$ cat src/pkg/lcdr_regs.svh
// Purpose: offsets, field positions, reset values and timing counts of the reset sequencer
// Assumes: 32-bit Avalon-MM register window, byte addresses
// Notes: control word fields follow the serial control data layout of this block
`ifndef LCDR_REGS_SVH
`define LCDR_REGS_SVH
`define LCDR_OFS_CTRL 4'h0
`define LCDR_OFS_DISP 4'h4
`define LCDR_OFS_STAT 4'h8
`define LCDR_OFS_KEY 4'hC
`define LCDR_CTRL_KSC_LSB 0
`define LCDR_CTRL_PORT_LSB 6
`define LCDR_CTRL_CTL_LSB 10
`define LCDR_CTRL_CTE_BIT 14
`define LCDR_CTRL_SEG_BIT 15
`define LCDR_CTRL_SLP_BIT 16
`define LCDR_CTRL_DT_LSB 17
`define LCDR_DISP_GRP_LSB 30
`define LCDR_DISP_GROUPS 4
`define LCDR_DISP_BITS 480
`define LCDR_DET_FILT_NS 100
`define LCDR_DET_FILT_CYC ((`LCDR_DET_FILT_NS + 9) / 10)
`define LCDR_STAT_RST 32'h0000_0000
`endif

$ cat src/pkg/lcdr_pkg.sv
// Purpose: types shared by the reset sequencer
// Assumes: nothing beyond the regs header
// Notes: none
package lcdr_pkg;
	typedef enum logic [2:0] {
		LCDR_ST_RESET = 3'b001,
		LCDR_ST_CTRL_WAIT = 3'b010,
		LCDR_ST_RUN = 3'b100
	} lcdr_state_t;
endpackage

$ cat src/core/lcdr_reset_seq.sv
// Purpose: system reset sequencing of an LCD segment driver with key scan and general outputs
// Assumes: supply_drop_detector is high while supply is at or under threshold; software sends
//   the control word and the four display groups over Avalon-MM after each system reset
// Notes: serial side registers (control, display latch) are never cleared by the system reset
// Notes on behaviour
// RULE1: system reset comes from the supply drop detector, at power-up and on droop.
// RULE2: during system reset display stays off, common and segment drivers reset.
// RULE3: display turns on only after control word and all four display groups arrive.
// RULE4: control word enables key scanning and releases cleared key data.
// RULE5: control word releases port low lock, ports follow their control bits.
// RULE6: clock generator held in reset, base clock stopped, during system reset.
// RULE7: oscillator sleep or normal mode decided only after sleep select arrives.
// RULE8: display data still accepted into the latch while display forced off.
// RULE9: contrast adjust disabled by reset until level and enable bits arrive.
// RULE10: key scan and key buffer forcibly initialised, scanning halted, on reset.
// RULE11: all key data bits cleared to zero on system reset.
// RULE12: general outputs driven and held low during system reset.
// RULE13: serial interface, shift and control registers excluded from system reset.
// RULE14: key data output released high in reset and before key scan bits arrive.
// RULE15: segment and common at lowest level, key scan and port outputs low in reset.
// RULE16: controller sends control word then four display groups after each reset.
`timescale 1ns/1ps
`include "lcdr_regs.svh"
module lcdr_reset_seq import lcdr_pkg::*; #(
	parameter int KEY_BITS = 30,
	parameter int FILT_CYC = `LCDR_DET_FILT_CYC
) (
	// clock and bus reset
	input wire logic clk_sys,
	input wire logic rst,
	// avalon-mm slave
	input wire logic [3:0] avs_address,
	input wire logic avs_read,
	input wire logic avs_write,
	input wire logic [31:0] avs_writedata,
	input wire logic [3:0] avs_byteenable,
	output logic [31:0] avs_readdata,
	output logic avs_waitrequest,
	// supply detector pin
	input wire logic supply_drop_detector,
	// key scan side
	input wire logic key_event,
	input wire logic [29:0] key_event_data,
	output logic [5:0] key_scan_outputs,
	output logic key_data_out_o,
	output logic key_data_out_oe,
	// general outputs and display control
	output logic [3:0] general_outputs,
	output logic display_on,
	output logic lcd_drive_reset,
	output logic clk_gen_reset,
	output logic rc_oscillator_pin,
	output logic osc_sleep,
	output logic contrast_enable_o,
	output logic [3:0] contrast_level_o,
	output logic [1:0] duty_select_o
);
	typedef struct packed {
		lcdr_state_t state;
		logic [7:0] filt_cnt;
		logic [`LCDR_DISP_GROUPS-1:0] grp_seen;
		logic ctrl_seen;
		logic [29:0] key_buf;
		logic key_pending;
		logic [31:0] rdata;
		logic ack;
		logic osc_div;
	} lcdr_core_t;
	// serial side state kept apart so system reset never touches it
	typedef struct packed {
		logic [5:0] key_scan_output_ctrl;
		logic [3:0] port_level_ctrl;
		logic [3:0] contrast_level;
		logic contrast_adjust_enable;
		logic segment_on_off_ctrl;
		logic sleep_select;
		logic duty_select_lo;
		logic duty_select_hi;
		logic [`LCDR_DISP_GROUPS-1:0] [29:0] disp_word;
	} lcdr_ser_t;
	lcdr_core_t core_r;
	lcdr_core_t core_nxt;
	lcdr_ser_t ser_r;
	lcdr_ser_t ser_nxt;
	logic det_lvl;
	logic sys_rst;
	logic wr_ctrl;
	logic wr_disp;
	logic [1:0] grp_idx;
	function automatic logic [31:0] be_merge(input logic [31:0] old_v, input logic [31:0] new_v,
		input logic [3:0] be);
		logic [31:0] r;
		r = old_v;
		for (int i = 0; i < 4; i++) begin
			if (be[i]) begin
				r[i*8 +: 8] = new_v[i*8 +: 8];
			end
		end
		return r;
	endfunction
	lcdr_sync u_det_sync (
		.clk_sys(clk_sys),
		.rst(rst),
		.pin_in(supply_drop_detector),
		.level_out(det_lvl)
	);
	// detector level is held in reset for FILT_CYC+1 cycles after it falls
	assign sys_rst = (core_r.state == LCDR_ST_RESET); // see RULE1
	assign avs_waitrequest = (avs_read | avs_write) & ~core_r.ack;
	// writes land on the edge that sees waitrequest low, never while the master still waits
	assign wr_ctrl = avs_write & core_r.ack & (avs_address == `LCDR_OFS_CTRL);
	assign wr_disp = avs_write & core_r.ack & (avs_address == `LCDR_OFS_DISP);
	assign grp_idx = avs_writedata[`LCDR_DISP_GRP_LSB +: 2];
	always_comb begin
		logic [31:0] merged;
		merged = 32'h0000_0000;
		core_nxt = core_r;
		ser_nxt = ser_r;
		core_nxt.ack = (avs_read | avs_write) & ~core_r.ack;
		core_nxt.osc_div = ~core_r.osc_div;
		// control and display latch always writable, reset or not
		if (wr_ctrl) begin // see RULE13
			merged = be_merge({13'h0000, ser_r.duty_select_hi, ser_r.duty_select_lo, ser_r.sleep_select,
				ser_r.segment_on_off_ctrl, ser_r.contrast_adjust_enable, ser_r.contrast_level,
				ser_r.port_level_ctrl, ser_r.key_scan_output_ctrl}, avs_writedata, avs_byteenable);
			ser_nxt.key_scan_output_ctrl = merged[`LCDR_CTRL_KSC_LSB +: 6];
			ser_nxt.port_level_ctrl = merged[`LCDR_CTRL_PORT_LSB +: 4];
			ser_nxt.contrast_level = merged[`LCDR_CTRL_CTL_LSB +: 4];
			ser_nxt.contrast_adjust_enable = merged[`LCDR_CTRL_CTE_BIT];
			ser_nxt.segment_on_off_ctrl = merged[`LCDR_CTRL_SEG_BIT];
			ser_nxt.sleep_select = merged[`LCDR_CTRL_SLP_BIT];
			ser_nxt.duty_select_lo = merged[`LCDR_CTRL_DT_LSB];
			ser_nxt.duty_select_hi = merged[`LCDR_CTRL_DT_LSB + 1];
		end
		if (wr_disp) begin // see RULE8
			ser_nxt.disp_word[grp_idx] = avs_writedata[29:0];
		end
		case (core_r.state)
			LCDR_ST_RESET: begin
				core_nxt.ctrl_seen = 1'b0;
				core_nxt.grp_seen = '0;
				core_nxt.key_buf = '0; // see RULE11
				core_nxt.key_pending = 1'b0; // see RULE10
				if (det_lvl) begin
					core_nxt.filt_cnt = 8'(FILT_CYC);
				end else if (core_r.filt_cnt != 8'h00) begin
					core_nxt.filt_cnt = core_r.filt_cnt - 8'h01;
				end else begin
					core_nxt.state = LCDR_ST_CTRL_WAIT;
				end
			end
			LCDR_ST_CTRL_WAIT, LCDR_ST_RUN: begin
				if (wr_ctrl) begin
					core_nxt.ctrl_seen = 1'b1;
				end
				if (wr_disp) begin
					core_nxt.grp_seen[grp_idx] = 1'b1;
				end
				if (core_r.ctrl_seen && &core_r.grp_seen) begin // see RULE3
					core_nxt.state = LCDR_ST_RUN;
				end
				// key scan runs only once control word is in; new event wins over read clear
				if (core_r.ctrl_seen) begin // see RULE4
					if (avs_read && !core_r.ack && avs_address == `LCDR_OFS_KEY) begin
						core_nxt.key_pending = 1'b0;
					end
					if (key_event) begin
						core_nxt.key_buf = key_event_data;
						core_nxt.key_pending = 1'b1;
					end
				end
				if (det_lvl) begin // see RULE1
					core_nxt.state = LCDR_ST_RESET;
					core_nxt.filt_cnt = 8'(FILT_CYC);
					// clear on entry so ports and key out drop in the first reset cycle
					core_nxt.ctrl_seen = 1'b0; // see RULE12
					core_nxt.grp_seen = '0; // see RULE2
					core_nxt.key_buf = '0; // see RULE11
					core_nxt.key_pending = 1'b0; // see RULE10
				end
			end
			default: begin
				core_nxt.state = LCDR_ST_RESET;
			end
		endcase
		core_nxt.rdata = 32'h0000_0000;
		if ((avs_read | avs_write) && !core_r.ack) begin
			case (avs_address)
				`LCDR_OFS_CTRL: core_nxt.rdata = {13'h0000, ser_r.duty_select_hi, ser_r.duty_select_lo,
					ser_r.sleep_select, ser_r.segment_on_off_ctrl, ser_r.contrast_adjust_enable,
					ser_r.contrast_level, ser_r.port_level_ctrl, ser_r.key_scan_output_ctrl};
				`LCDR_OFS_STAT: core_nxt.rdata = {24'h00_0000, core_r.key_pending, core_r.grp_seen,
					core_r.ctrl_seen, display_on, sys_rst};
				`LCDR_OFS_KEY: core_nxt.rdata = {2'b00, core_r.key_buf};
				default: core_nxt.rdata = 32'h0000_0000;
			endcase
		end
	end
	always_ff @(posedge clk_sys or posedge rst) begin
		if (rst) begin
			core_r <= '{state: LCDR_ST_RESET, filt_cnt: 8'h00, grp_seen: '0, ctrl_seen: 1'b0,
				key_buf: '0, key_pending: 1'b0, rdata: `LCDR_STAT_RST, ack: 1'b0, osc_div: 1'b0};
		end else begin
			core_r <= core_nxt;
		end
	end
	// deliberately no reset: serial side must take data at any time
	always_ff @(posedge clk_sys) begin // see RULE13
		ser_r <= ser_nxt;
	end
	assign avs_readdata = core_r.rdata;
	assign display_on = (core_r.state == LCDR_ST_RUN) & ~ser_r.segment_on_off_ctrl; // see RULE2
	assign lcd_drive_reset = (core_r.state != LCDR_ST_RUN); // see RULE15
	assign clk_gen_reset = sys_rst; // see RULE6
	assign rc_oscillator_pin = ~sys_rst & core_r.ctrl_seen & ~ser_r.sleep_select & core_r.osc_div;
	assign osc_sleep = core_r.ctrl_seen & ser_r.sleep_select; // see RULE7
	assign contrast_enable_o = core_r.ctrl_seen & ser_r.contrast_adjust_enable; // see RULE9
	assign contrast_level_o = core_r.ctrl_seen ? ser_r.contrast_level : 4'h0;
	assign duty_select_o = core_r.ctrl_seen ? {ser_r.duty_select_hi, ser_r.duty_select_lo} : 2'b00;
	assign key_scan_outputs = core_r.ctrl_seen ? ser_r.key_scan_output_ctrl : 6'h00; // see RULE15
	assign general_outputs = core_r.ctrl_seen ? ser_r.port_level_ctrl : 4'h0; // see RULE5 RULE12
	assign key_data_out_o = 1'b0;
	assign key_data_out_oe = core_r.ctrl_seen & core_r.key_pending; // see RULE14
	a_ports_low_rst: assert property (@(posedge clk_sys) disable iff (rst)
		sys_rst |-> general_outputs == 4'h0 && key_scan_outputs == 6'h00) // see RULE12
		else $error("ports not low in reset");
	a_disp_off_rst: assert property (@(posedge clk_sys) disable iff (rst)
		sys_rst |-> !display_on && lcd_drive_reset) // see RULE2
		else $error("display on in reset");
	a_det_enters_rst: assert property (@(posedge clk_sys) disable iff (rst)
		det_lvl |=> sys_rst) // see RULE1
		else $error("detector did not reset");
	a_run_needs_all: assert property (@(posedge clk_sys) disable iff (rst)
		$rose(core_r.state == LCDR_ST_RUN) |-> $past(core_r.ctrl_seen) && $past(&core_r.grp_seen)) // see RULE3
		else $error("display on before full data");
	a_key_clear_rst: assert property (@(posedge clk_sys) disable iff (rst)
		sys_rst |=> core_r.key_buf == 30'h0 || !sys_rst) // see RULE11
		else $error("key data not cleared");
	a_do_released: assert property (@(posedge clk_sys) disable iff (rst)
		!core_r.ctrl_seen |-> !key_data_out_oe) // see RULE14
		else $error("key out driven early");
	a_clk_gen_stop: assert property (@(posedge clk_sys) disable iff (rst)
		sys_rst |-> clk_gen_reset && !rc_oscillator_pin) // see RULE6
		else $error("clock runs in reset");
	a_contrast_off: assert property (@(posedge clk_sys) disable iff (rst)
		!core_r.ctrl_seen |-> !contrast_enable_o && !osc_sleep) // see RULE9 RULE7
		else $error("contrast or sleep before control");
	a_ctrl_kept_rst: assert property (@(posedge clk_sys) disable iff (rst)
		sys_rst && wr_ctrl |=> ser_r.port_level_ctrl == $past(avs_writedata[9:6]) || !$past(avs_byteenable[0])
		|| !$past(avs_byteenable[1])) // see RULE13
		else $error("control write lost in reset");
	a_wait_one: assert property (@(posedge clk_sys) disable iff (rst)
		(avs_read || avs_write) && avs_waitrequest |=> !avs_waitrequest)
		else $error("waitrequest held too long");
	a_disp_latch_take: assert property (@(posedge clk_sys) disable iff (rst) // see RULE8
		wr_disp |=> ser_r.disp_word[$past(grp_idx)] == $past(avs_writedata[29:0]))
		else $error("display latch write lost");
	a_key_oe_rst: assert property (@(posedge clk_sys) disable iff (rst) // see RULE14
		sys_rst |-> !key_data_out_oe)
		else $error("key out driven in reset");
	a_key_pend_clr: assert property (@(posedge clk_sys) disable iff (rst) // see RULE10
		sys_rst |=> !core_r.key_pending || !sys_rst)
		else $error("key pending kept in reset");
	a_scan_off_early: assert property (@(posedge clk_sys) disable iff (rst) // see RULE4
		!core_r.ctrl_seen |-> key_scan_outputs == 6'h00)
		else $error("key scan before control");
	a_ports_follow: assert property (@(posedge clk_sys) disable iff (rst) // see RULE5
		core_r.ctrl_seen |-> general_outputs == ser_r.port_level_ctrl)
		else $error("ports ignore control bits");
	a_sleep_gated: assert property (@(posedge clk_sys) disable iff (rst) // see RULE7
		core_r.ctrl_seen |-> osc_sleep == ser_r.sleep_select)
		else $error("sleep mode not from control");
	a_contrast_lvl: assert property (@(posedge clk_sys) disable iff (rst) // see RULE9
		!core_r.ctrl_seen |-> contrast_level_o == 4'h0)
		else $error("contrast level before control");
	a_lcd_low_rst: assert property (@(posedge clk_sys) disable iff (rst) // see RULE15
		sys_rst |-> lcd_drive_reset && key_scan_outputs == 6'h00)
		else $error("lcd or scan outputs live in reset");
	a_det_clears_ctrl: assert property (@(posedge clk_sys) disable iff (rst) // see RULE4
		det_lvl && !sys_rst |=> !core_r.ctrl_seen)
		else $error("control kept over droop");
	a_grp_clr_rst: assert property (@(posedge clk_sys) disable iff (rst) // see RULE3
		sys_rst |-> core_r.grp_seen == '0)
		else $error("display groups kept in reset");
	a_ctrl_seen_rst: assert property (@(posedge clk_sys) disable iff (rst) // see RULE4
		sys_rst |-> !core_r.ctrl_seen)
		else $error("control seen in reset");
	a_key_zero_rst: assert property (@(posedge clk_sys) disable iff (rst) // see RULE11
		sys_rst |-> core_r.key_buf == 30'h0)
		else $error("key data not zero in reset");
	a_ack_pulse: assert property (@(posedge clk_sys) disable iff (rst)
		core_r.ack |=> !core_r.ack)
		else $error("ack longer than one cycle");
	a_wait_low_ack: assert property (@(posedge clk_sys) disable iff (rst)
		(avs_read || avs_write) && !avs_waitrequest |-> core_r.ack)
		else $error("waitrequest low without ack");
	a_filt_hold: assert property (@(posedge clk_sys) disable iff (rst) // see RULE1
		sys_rst && det_lvl |=> sys_rst && core_r.filt_cnt == 8'(FILT_CYC))
		else $error("reset left while detector high");
	a_disp_needs_ctrl: assert property (@(posedge clk_sys) disable iff (rst) // see RULE3
		display_on |-> core_r.ctrl_seen && !ser_r.segment_on_off_ctrl)
		else $error("display on without control");
	a_ctrl_lands: assert property (@(posedge clk_sys) disable iff (rst) // see RULE13
		wr_ctrl && avs_byteenable == 4'hf |=> ser_r.key_scan_output_ctrl == $past(avs_writedata[5:0]))
		else $error("control write lost");
	a_duty_gated: assert property (@(posedge clk_sys) disable iff (rst)
		!core_r.ctrl_seen |-> duty_select_o == 2'b00)
		else $error("duty before control");
	a_oe_needs_key: assert property (@(posedge clk_sys) disable iff (rst) // see RULE14
		key_data_out_oe |-> core_r.key_pending)
		else $error("key out driven with no key");
endmodule

$ cat src/core/lcdr_sync.sv
// Purpose: three-stage synchroniser for a pin input, change accepted when stages two and three agree
// Assumes: single clock clk_sys
// Notes: stage one is read only by stage two
`timescale 1ns/1ps
module lcdr_sync (
	// clock and reset
	input wire logic clk_sys,
	input wire logic rst,
	// pin in, filtered level out
	input wire logic pin_in,
	output logic level_out
);
	typedef struct packed {
		logic s1;
		logic s2;
		logic s3;
		logic lvl;
	} lcdr_sync_st_t;
	lcdr_sync_st_t st_r;
	lcdr_sync_st_t st_nxt;
	always_comb begin
		st_nxt = st_r;
		st_nxt.s1 = pin_in;
		st_nxt.s2 = st_r.s1;
		st_nxt.s3 = st_r.s2;
		if (st_r.s2 == st_r.s3) begin
			st_nxt.lvl = st_r.s3;
		end
	end
	// pin reads as in-detection (1) at reset: power-up counts as a drop
	always_ff @(posedge clk_sys or posedge rst) begin
		if (rst) begin
			st_r <= 4'hF;
		end else begin
			st_r <= st_nxt;
		end
	end
	assign level_out = st_r.lvl;
endmodule

$ cat config.mk
export PLATFORM = sky130hd
export DESIGN_NAME = lcdr_reset_seq
export DESIGN_NICKNAME = d
export VERILOG_FILES = /design/src/pkg/lcdr_pkg.sv /design/src/core/lcdr_reset_seq.sv /design/src/core/lcdr_sync.sv
export VERILOG_INCLUDE_DIRS = /design/src /design/src/pkg
export SDC_FILE = /design/constraint.sdc
export NUM_CORES = 1
export LEC_CHECK = 0
export BUFFER_PORTS_ARGS = -buffer_cell sky130_fd_sc_hd__clkbuf_2
export CAP_MARGIN = 5
export CORE_ASPECT_RATIO = 0.5
export CORE_UTILIZATION = 45
export DETAILED_ROUTE_END_ITERATION = 8
export GPL_TIMING_DRIVEN = 0
export PLACE_DENSITY = 0.71
export SYNTH_ARGS = -nofsm -noshare
export SYNTH_HDL_FRONTEND = slang
export SYNTH_HIERARCHICAL = 1
export SYNTH_SLANG_ARGS = --single-unit
$ cat constraint.sdc
create_clock -name clk_sys -period 5.32 [get_ports clk_sys]
set_input_delay 0.798 -clock clk_sys [delete_from_list [all_inputs] [get_ports clk_sys]]
set_output_delay 0.798 -clock clk_sys [all_outputs]
set_load 0.01 [all_outputs]
==> results of run 1 <==
## flip-flops by register name, summed over array words and instances, names as in the netlist
signal and cells:
avs_readdata 30, ser_r 19, u_det_sync/st_r 1, u_det_sync/st_nxt 2
u_det_sync/level_out 1, core_r 49
## cell families (layout without fill, tap and decap cells)
kind of cell    Yosys count  after routing  synth area share (%)
compound gates           92             92                 15.38
xor+xnor                  3              3                0.7666
fa+ha+maj                 3              3                0.8231
buf+inv                  60            194                 8.629
flops                   102            102                 60.20
other cells               1              3               0.08507
simple gates            104            104                 14.11
## final timing paths
check,from,to
worst max-delay path,avs_write,avs_waitrequest
worst min-delay path,rst,core_r[72]
worst max register to register,core_r[80],core_r[39]
worst min register to register,u_det_sync/st_nxt[2],u_det_sync/st_nxt[1]
max in group asynchronous,rst,core_r[78]
min in group clk_sys,u_det_sync/st_nxt[2],u_det_sync/st_nxt[1]
## power groups by stage
| stage | Combinational [mW] | Sequential [mW] | Clock (mW) |
|---|---|---|---|
| after floorplan | 0.100 | 0.853 | 0 |
| after global placement | 0.152 | 0.859 | 0 |
| after detailed placement | 0.158 | 0.859 | 0 |
| after CTS | 0.160 | 0.845 | 0.717 |
| after global routing | 0.177 | 0.851 | 0.743 |
| final | 0.158 | 0.846 | 0.701 |
## final cells by class
cell class	instances	area [um^2]
Fill cell	834	3956
Sequential cell	102	2654
Multi-Input combinational cell	205	1381
Timing Repair Buffer	118	613.1
Buffer	51	346.6
Clock buffer	9	225.2
Tap cell	135	168.9
Clock inverter	7	96.34
Inverter	9	36.28
## layout by cell type (no fill, tap or decap), types with 3 or more instances in the layout
| cell | instances |
|---|---|
| nand2_1 | 16 |
| a22oi_1 | 19 |
| o21ai_0 | 7 |
| or3_1 | 3 |
| and3_1 | 15 |
| edfxtp_1 | 19 |
| inv_1 | 8 |
| clkbuf_2 | 117 |
| and2_1 | 22 |
| buf_4 | 35 |
| dfrtp_1 | 78 |
| a22o_1 | 31 |
| clkbuf_16 | 9 |
| dfstp_2 | 5 |
| nor2_1 | 25 |
| nand3_1 | 3 |
| nor4_1 | 3 |
| buf_2 | 7 |
| a31oi_1 | 6 |
| a21oi_1 | 14 |
| conb_1 | 3 |
| clkbuf_1 | 7 |
## critical path, cell delays in order
cell	delay, ps
clkbuf_2	110
nor2_1	50
nor2_1	210
clkbuf_1	390
clkbuf_2	210
## per-layer routing
metal | up-vias | wire (um) | GRT usage, %
met5 | - | 0 | 0
met4 | 0 | 26 | 5.854
met3 | 2 | 506 | 5.017
met2 | 88 | 4951 | 33.66
met1 | 1540 | 4441 | 26.96
li1 | 1553 | - | -
==> results.yml, run 1 <==
sta:
  hold_violations: 0
  finalSetupTns_ps: 0
  setup_viol: 0
  hold_ws_ps: 343.2
  clock_skew_ps: 8.034
  timing.final.ws_setup_ps: 2753
  drv_slew: 0
  final.min_clock_period_ps: 2567
  fmax_mhz: 389.6
  tightest_slew_ps: 824.9
  min_period_over_period_pct: 48.25
  slew_headroom_pct: 44.86
  rsz0062_at_grt: "no"
synth:
  ys_seq_elements: 102
  seq_area_frac_synth_pct: 60.20
  synth_flop_cell: "dfrtp_1"
  synth_cell_types: 51
  async_reset_ff_share_pct: 81.37
  synth_most_common_cell: "dfrtp_1"
  synthTopCellsByArea: "dfrtp_1, edfxtp_1, a22o_1"
  syn_area_um2: 4408
  syn_avg_cell_area_um2: 12.08
  synth_common_cells: "dfrtp_1, buf_4, a22o_1, nor2_1, and2_1"
  ys_warn_count: 6
  synth_top_area_share_pct: 44.28
  synth_edf_count: 19
  yosysTopAreaCell: "dfrtp_1"
  syn_inst: 365
setup_path:
  cp-end-kind: "primary output"
  criticalPathCategory: "primary input to primary output"
  rrSetupSlack_ps: 3480
  worst_setup_path_start_kind: "primary input"
  path_max_fanout: 11
  worstPathArrival_ps: 1770
  crit_required_ps: 4520
  ff2ff_path_depth: 5
floorplan:
  dieWidth_um: 142.0
  ios: 133
  die_h_um: 71.99
  rows: 25
  initial_utilization_pct: 46.51
  dieArea_um2: 10220
  core_um2: 9478
layout:
  synthToLayoutAreaGrowth_pct: 25.26
  fin_cells: 636
  fin_util_pct: 58.26
  num_antenna_cells: 0
  final_layout_size_suffix_gt1_share_pct: 39.12
  final_net_count: 574
  finalInstanceArea_um2: 5522
power:
  net-switching-power_mw: 0.4085
  p_per_area_nw_per_um2: 308.8
  peakVddDrop_uv: 227.4
  combPwrFrac_pct: 9.3
  internal-power_mw: 1.296
  p_sw_share_pct: 23.96
  p_total_mw: 1.705
  power_leakage_nw: 2.756
  p_clk_share_pct: 41.1
  seqPwrFrac_pct: 49.6
clocking:
  path_clk_slew_ps: 70
  clk_path_buf_depth: 2
  cts_sinks: 102
  cts_max_level: 3
  cts_setup_buffers: 0
  cts_resized: 0
  cts_tree: "done"
  root_buffer: "clkbuf_16"
  insertion_delay_ps: 340
  numCtsBuffers: 9
  hold_buffers: 0
run_status:
  status: "finished, final reports clean"
detailed_routing:
  drt-vias-per-instance: 5.005
  drtAntennaViolNets: 0
  drcViolationCount: 0
  first_pass_iters: 4
  wl_mm: 9.925
  vias: 3183
  routedWlPerCell_um: 15.61
  dr.first_iter.drc_count: 200
global_routing:
  grt_pass1_wl_mm: 15.42
  grtUsageTotal_pct: 20.33
  antenna_found_initial: 0
  grt_overflow: 0
  grt_max_degree: 73
  first_global_vias: 3001
placed_design:
  gp_congestion: 0.9059
  dp_hpwl_mm: 7.214
  dp.cells: 620
  dp_slack_ps: 2761
  io_buffers: 117
  postPlaceCellArea_um2: 5200
job:
  drv_cap: 0
min_path:
  hp-class: "primary input to asynchronous set/reset pin"
Power figures use the tool's default switching activity.
==> run 2, diff against run 1 <==
--- a/config.mk
+++ b/config.mk
@@ -12,7 +12,7 @@
 export CORE_UTILIZATION = 45
 export DETAILED_ROUTE_END_ITERATION = 8
 export GPL_TIMING_DRIVEN = 0
-export PLACE_DENSITY = 0.71
+export PLACE_DENSITY = 0.74
 export SYNTH_ARGS = -nofsm -noshare
 export SYNTH_HDL_FRONTEND = slang
 export SYNTH_HIERARCHICAL = 1
==> constraint.sdc (replaced) <==
create_clock -name clk_sys -period 2.2 [get_ports clk_sys]
set_input_delay 0.33 -clock clk_sys [delete_from_list [all_inputs] [get_ports clk_sys]]
set_output_delay 0.33 -clock clk_sys [all_outputs]
set_load 0.01 [all_outputs]
==> results.yml, run 2 (synthesis gave the netlist of run 1 again) <==
clocking:
  numCtsBuffers: 9
  cts_setup_buffers: 0
  cts_sinks: 102
  cts_tree: "done"
  insertion_delay_ps: 340
  cts_max_level: 3
  clk_path_buf_depth: 2
  path_clk_slew_ps: 70
  cts_resized: 0
  root_buffer: "clkbuf_16"
  hold_buffers: 0
placed_design:
  gp_congestion: 0.9089
  dp_hpwl_mm: 7.437
  dp_slack_ps: 319.9
  io_buffers: 117
detailed_routing:
  vias: 3265
  drcViolationCount: 0
  first_pass_iters: 5
  drt-vias-per-instance: 5.134
  drtAntennaViolNets: 0
  wl_mm: 10.15
  dr.first_iter.drc_count: 257
  routedWlPerCell_um: 15.96
sta:
  timing.final.ws_setup_ps: 168.9
  hold_ws_ps: 71.19
  hold_violations: 0
  rsz0062_at_grt: "no"
  tightest_slew_ps: 897.4
  setup_viol: 0
  slew_headroom_pct: 40.05
  drv_slew: 0
  clock_skew_ps: 7.264
  fmax_mhz: 492.3
  final.min_clock_period_ps: 2031
  finalSetupTns_ps: 0
  min_period_over_period_pct: 92.32
setup_path:
  criticalPathCategory: "register to primary output"
  cp-end-kind: "primary output"
  path_cells: "clkbuf_1 > nand2_1 > nor3_1 > clkbuf_2"
  path_max_fanout: 10
  slowest_delay_ps: 520
  worst_setup_path_start_kind: "register"
  crit_slowest_cell: "dfrtp_1"
  worstPathArrival_ps: 1700
  crit_required_ps: 1870
layout:
  final_cell_mix: "clkbuf_2, dfrtp_1, buf_4"
  mostFrequentLayoutCell: "clkbuf_2"
  synthToLayoutAreaGrowth_pct: 24.18
  final_net_count: 574
  multi_input_area_um2: 1381
  seqCellArea_um2: 2654
  final_layout_size_suffix_gt1_share_pct: 39.32
  top_register: "core_r"
  fin_util_pct: 57.76
  fill_cells: 826
  largest_reg_flops: 49
  num_antenna_cells: 0
global_routing:
  antenna_found_initial: 0
  grt_pass1_wl_mm: 15.86
  grt_overflow: 0
  grt_max_degree: 41
  grtUsageTotal_pct: 20.68
  first_global_vias: 3073
floorplan:
  dieWidth_um: 142.0
  rows: 25
  die_h_um: 71.99
  initial_utilization_pct: 46.51
  ios: 133
  core_um2: 9478
  dieArea_um2: 10220
run_status:
  status: "finished, final reports clean"
min_path:
  hp-class: "primary input to asynchronous set/reset pin"
power:
  power_leakage_nw: 2.737
  peakVddDrop_uv: 453.8
  p_per_area_nw_per_um2: 716.2
  p_total_mw: 3.920
job:
  drv_cap: 0
## run 2: cell count changes in the layout (fill, tap and decap cells not counted)
cell | previous run | this run
clkinv_4 | 0 | 1
clkinv_1 | 1 | 0
buf_16 | 1 | 0
buf_12 | 0 | 1
bufinv_16 | 2 | 0
clkinv_2 | 0 | 2
inv_4 | 1 | 0
inv_8 | 0 | 1
## run 2: worst max-delay path, delay by kind of cell (launching register included)
family	cells	cell delay, ps
buf+inv	2	580
simple gates	2	250
flops	1	520
## run 2: power breakdown
| part | switching [mW] | total (mW) | internal (mW) |
|---|---|---|---|
| Combinational | 0.225 | 0.382 | 0.157 |
| Sequential | 0.0696 | 2.04 | 1.97 |
| Clock | 0.712 | 1.49 | 0.781 |
## run 2: final timing paths
kind	to	cells after the start	start	slack (ps)
max reg2reg	core_r[44]	5	core_r[80]	330
min reg2reg	u_det_sync/st_nxt[1]	0	u_det_sync/st_nxt[2]	350
min in group clk_sys	u_det_sync/st_nxt[2]	1	supply_drop_detector	70
min	u_det_sync/st_nxt[1]	2	rst	70
max	rc_oscillator_pin	4	core_r[65]	170
max in group asynchronous	avs_readdata[18]	3	rst	1360
## run 2: final cells by class
type / count / share of cell area, %
flip-flops and latches: 102 / 48.48
multi-input cells: 205 / 25.23
repair buffers: 118 / 11.06
plain buffers: 51 / 6.331
clock buffers: 9 / 4.114
well taps: 135 / 3.086
clock inverters: 7 / 1.006
inverters: 9 / 0.6857
## run 2: layer usage
metal  wire length (um)  global-route usage [%]  up-vias
met5                  0                       0        -
met4                138                   5.615        0
met3                464                   4.950       12
met2               5127                   34.43       88
met1               4421                   27.51     1621
li1                   -                       -     1544
## run 2: through the flow
stage,cells,instance area [um^2]
after floorplan,367,4419
after global placement,619,5174
after detailed placement,620,5194
after CTS,636,5474
after global routing,636,5474
final,636,5474
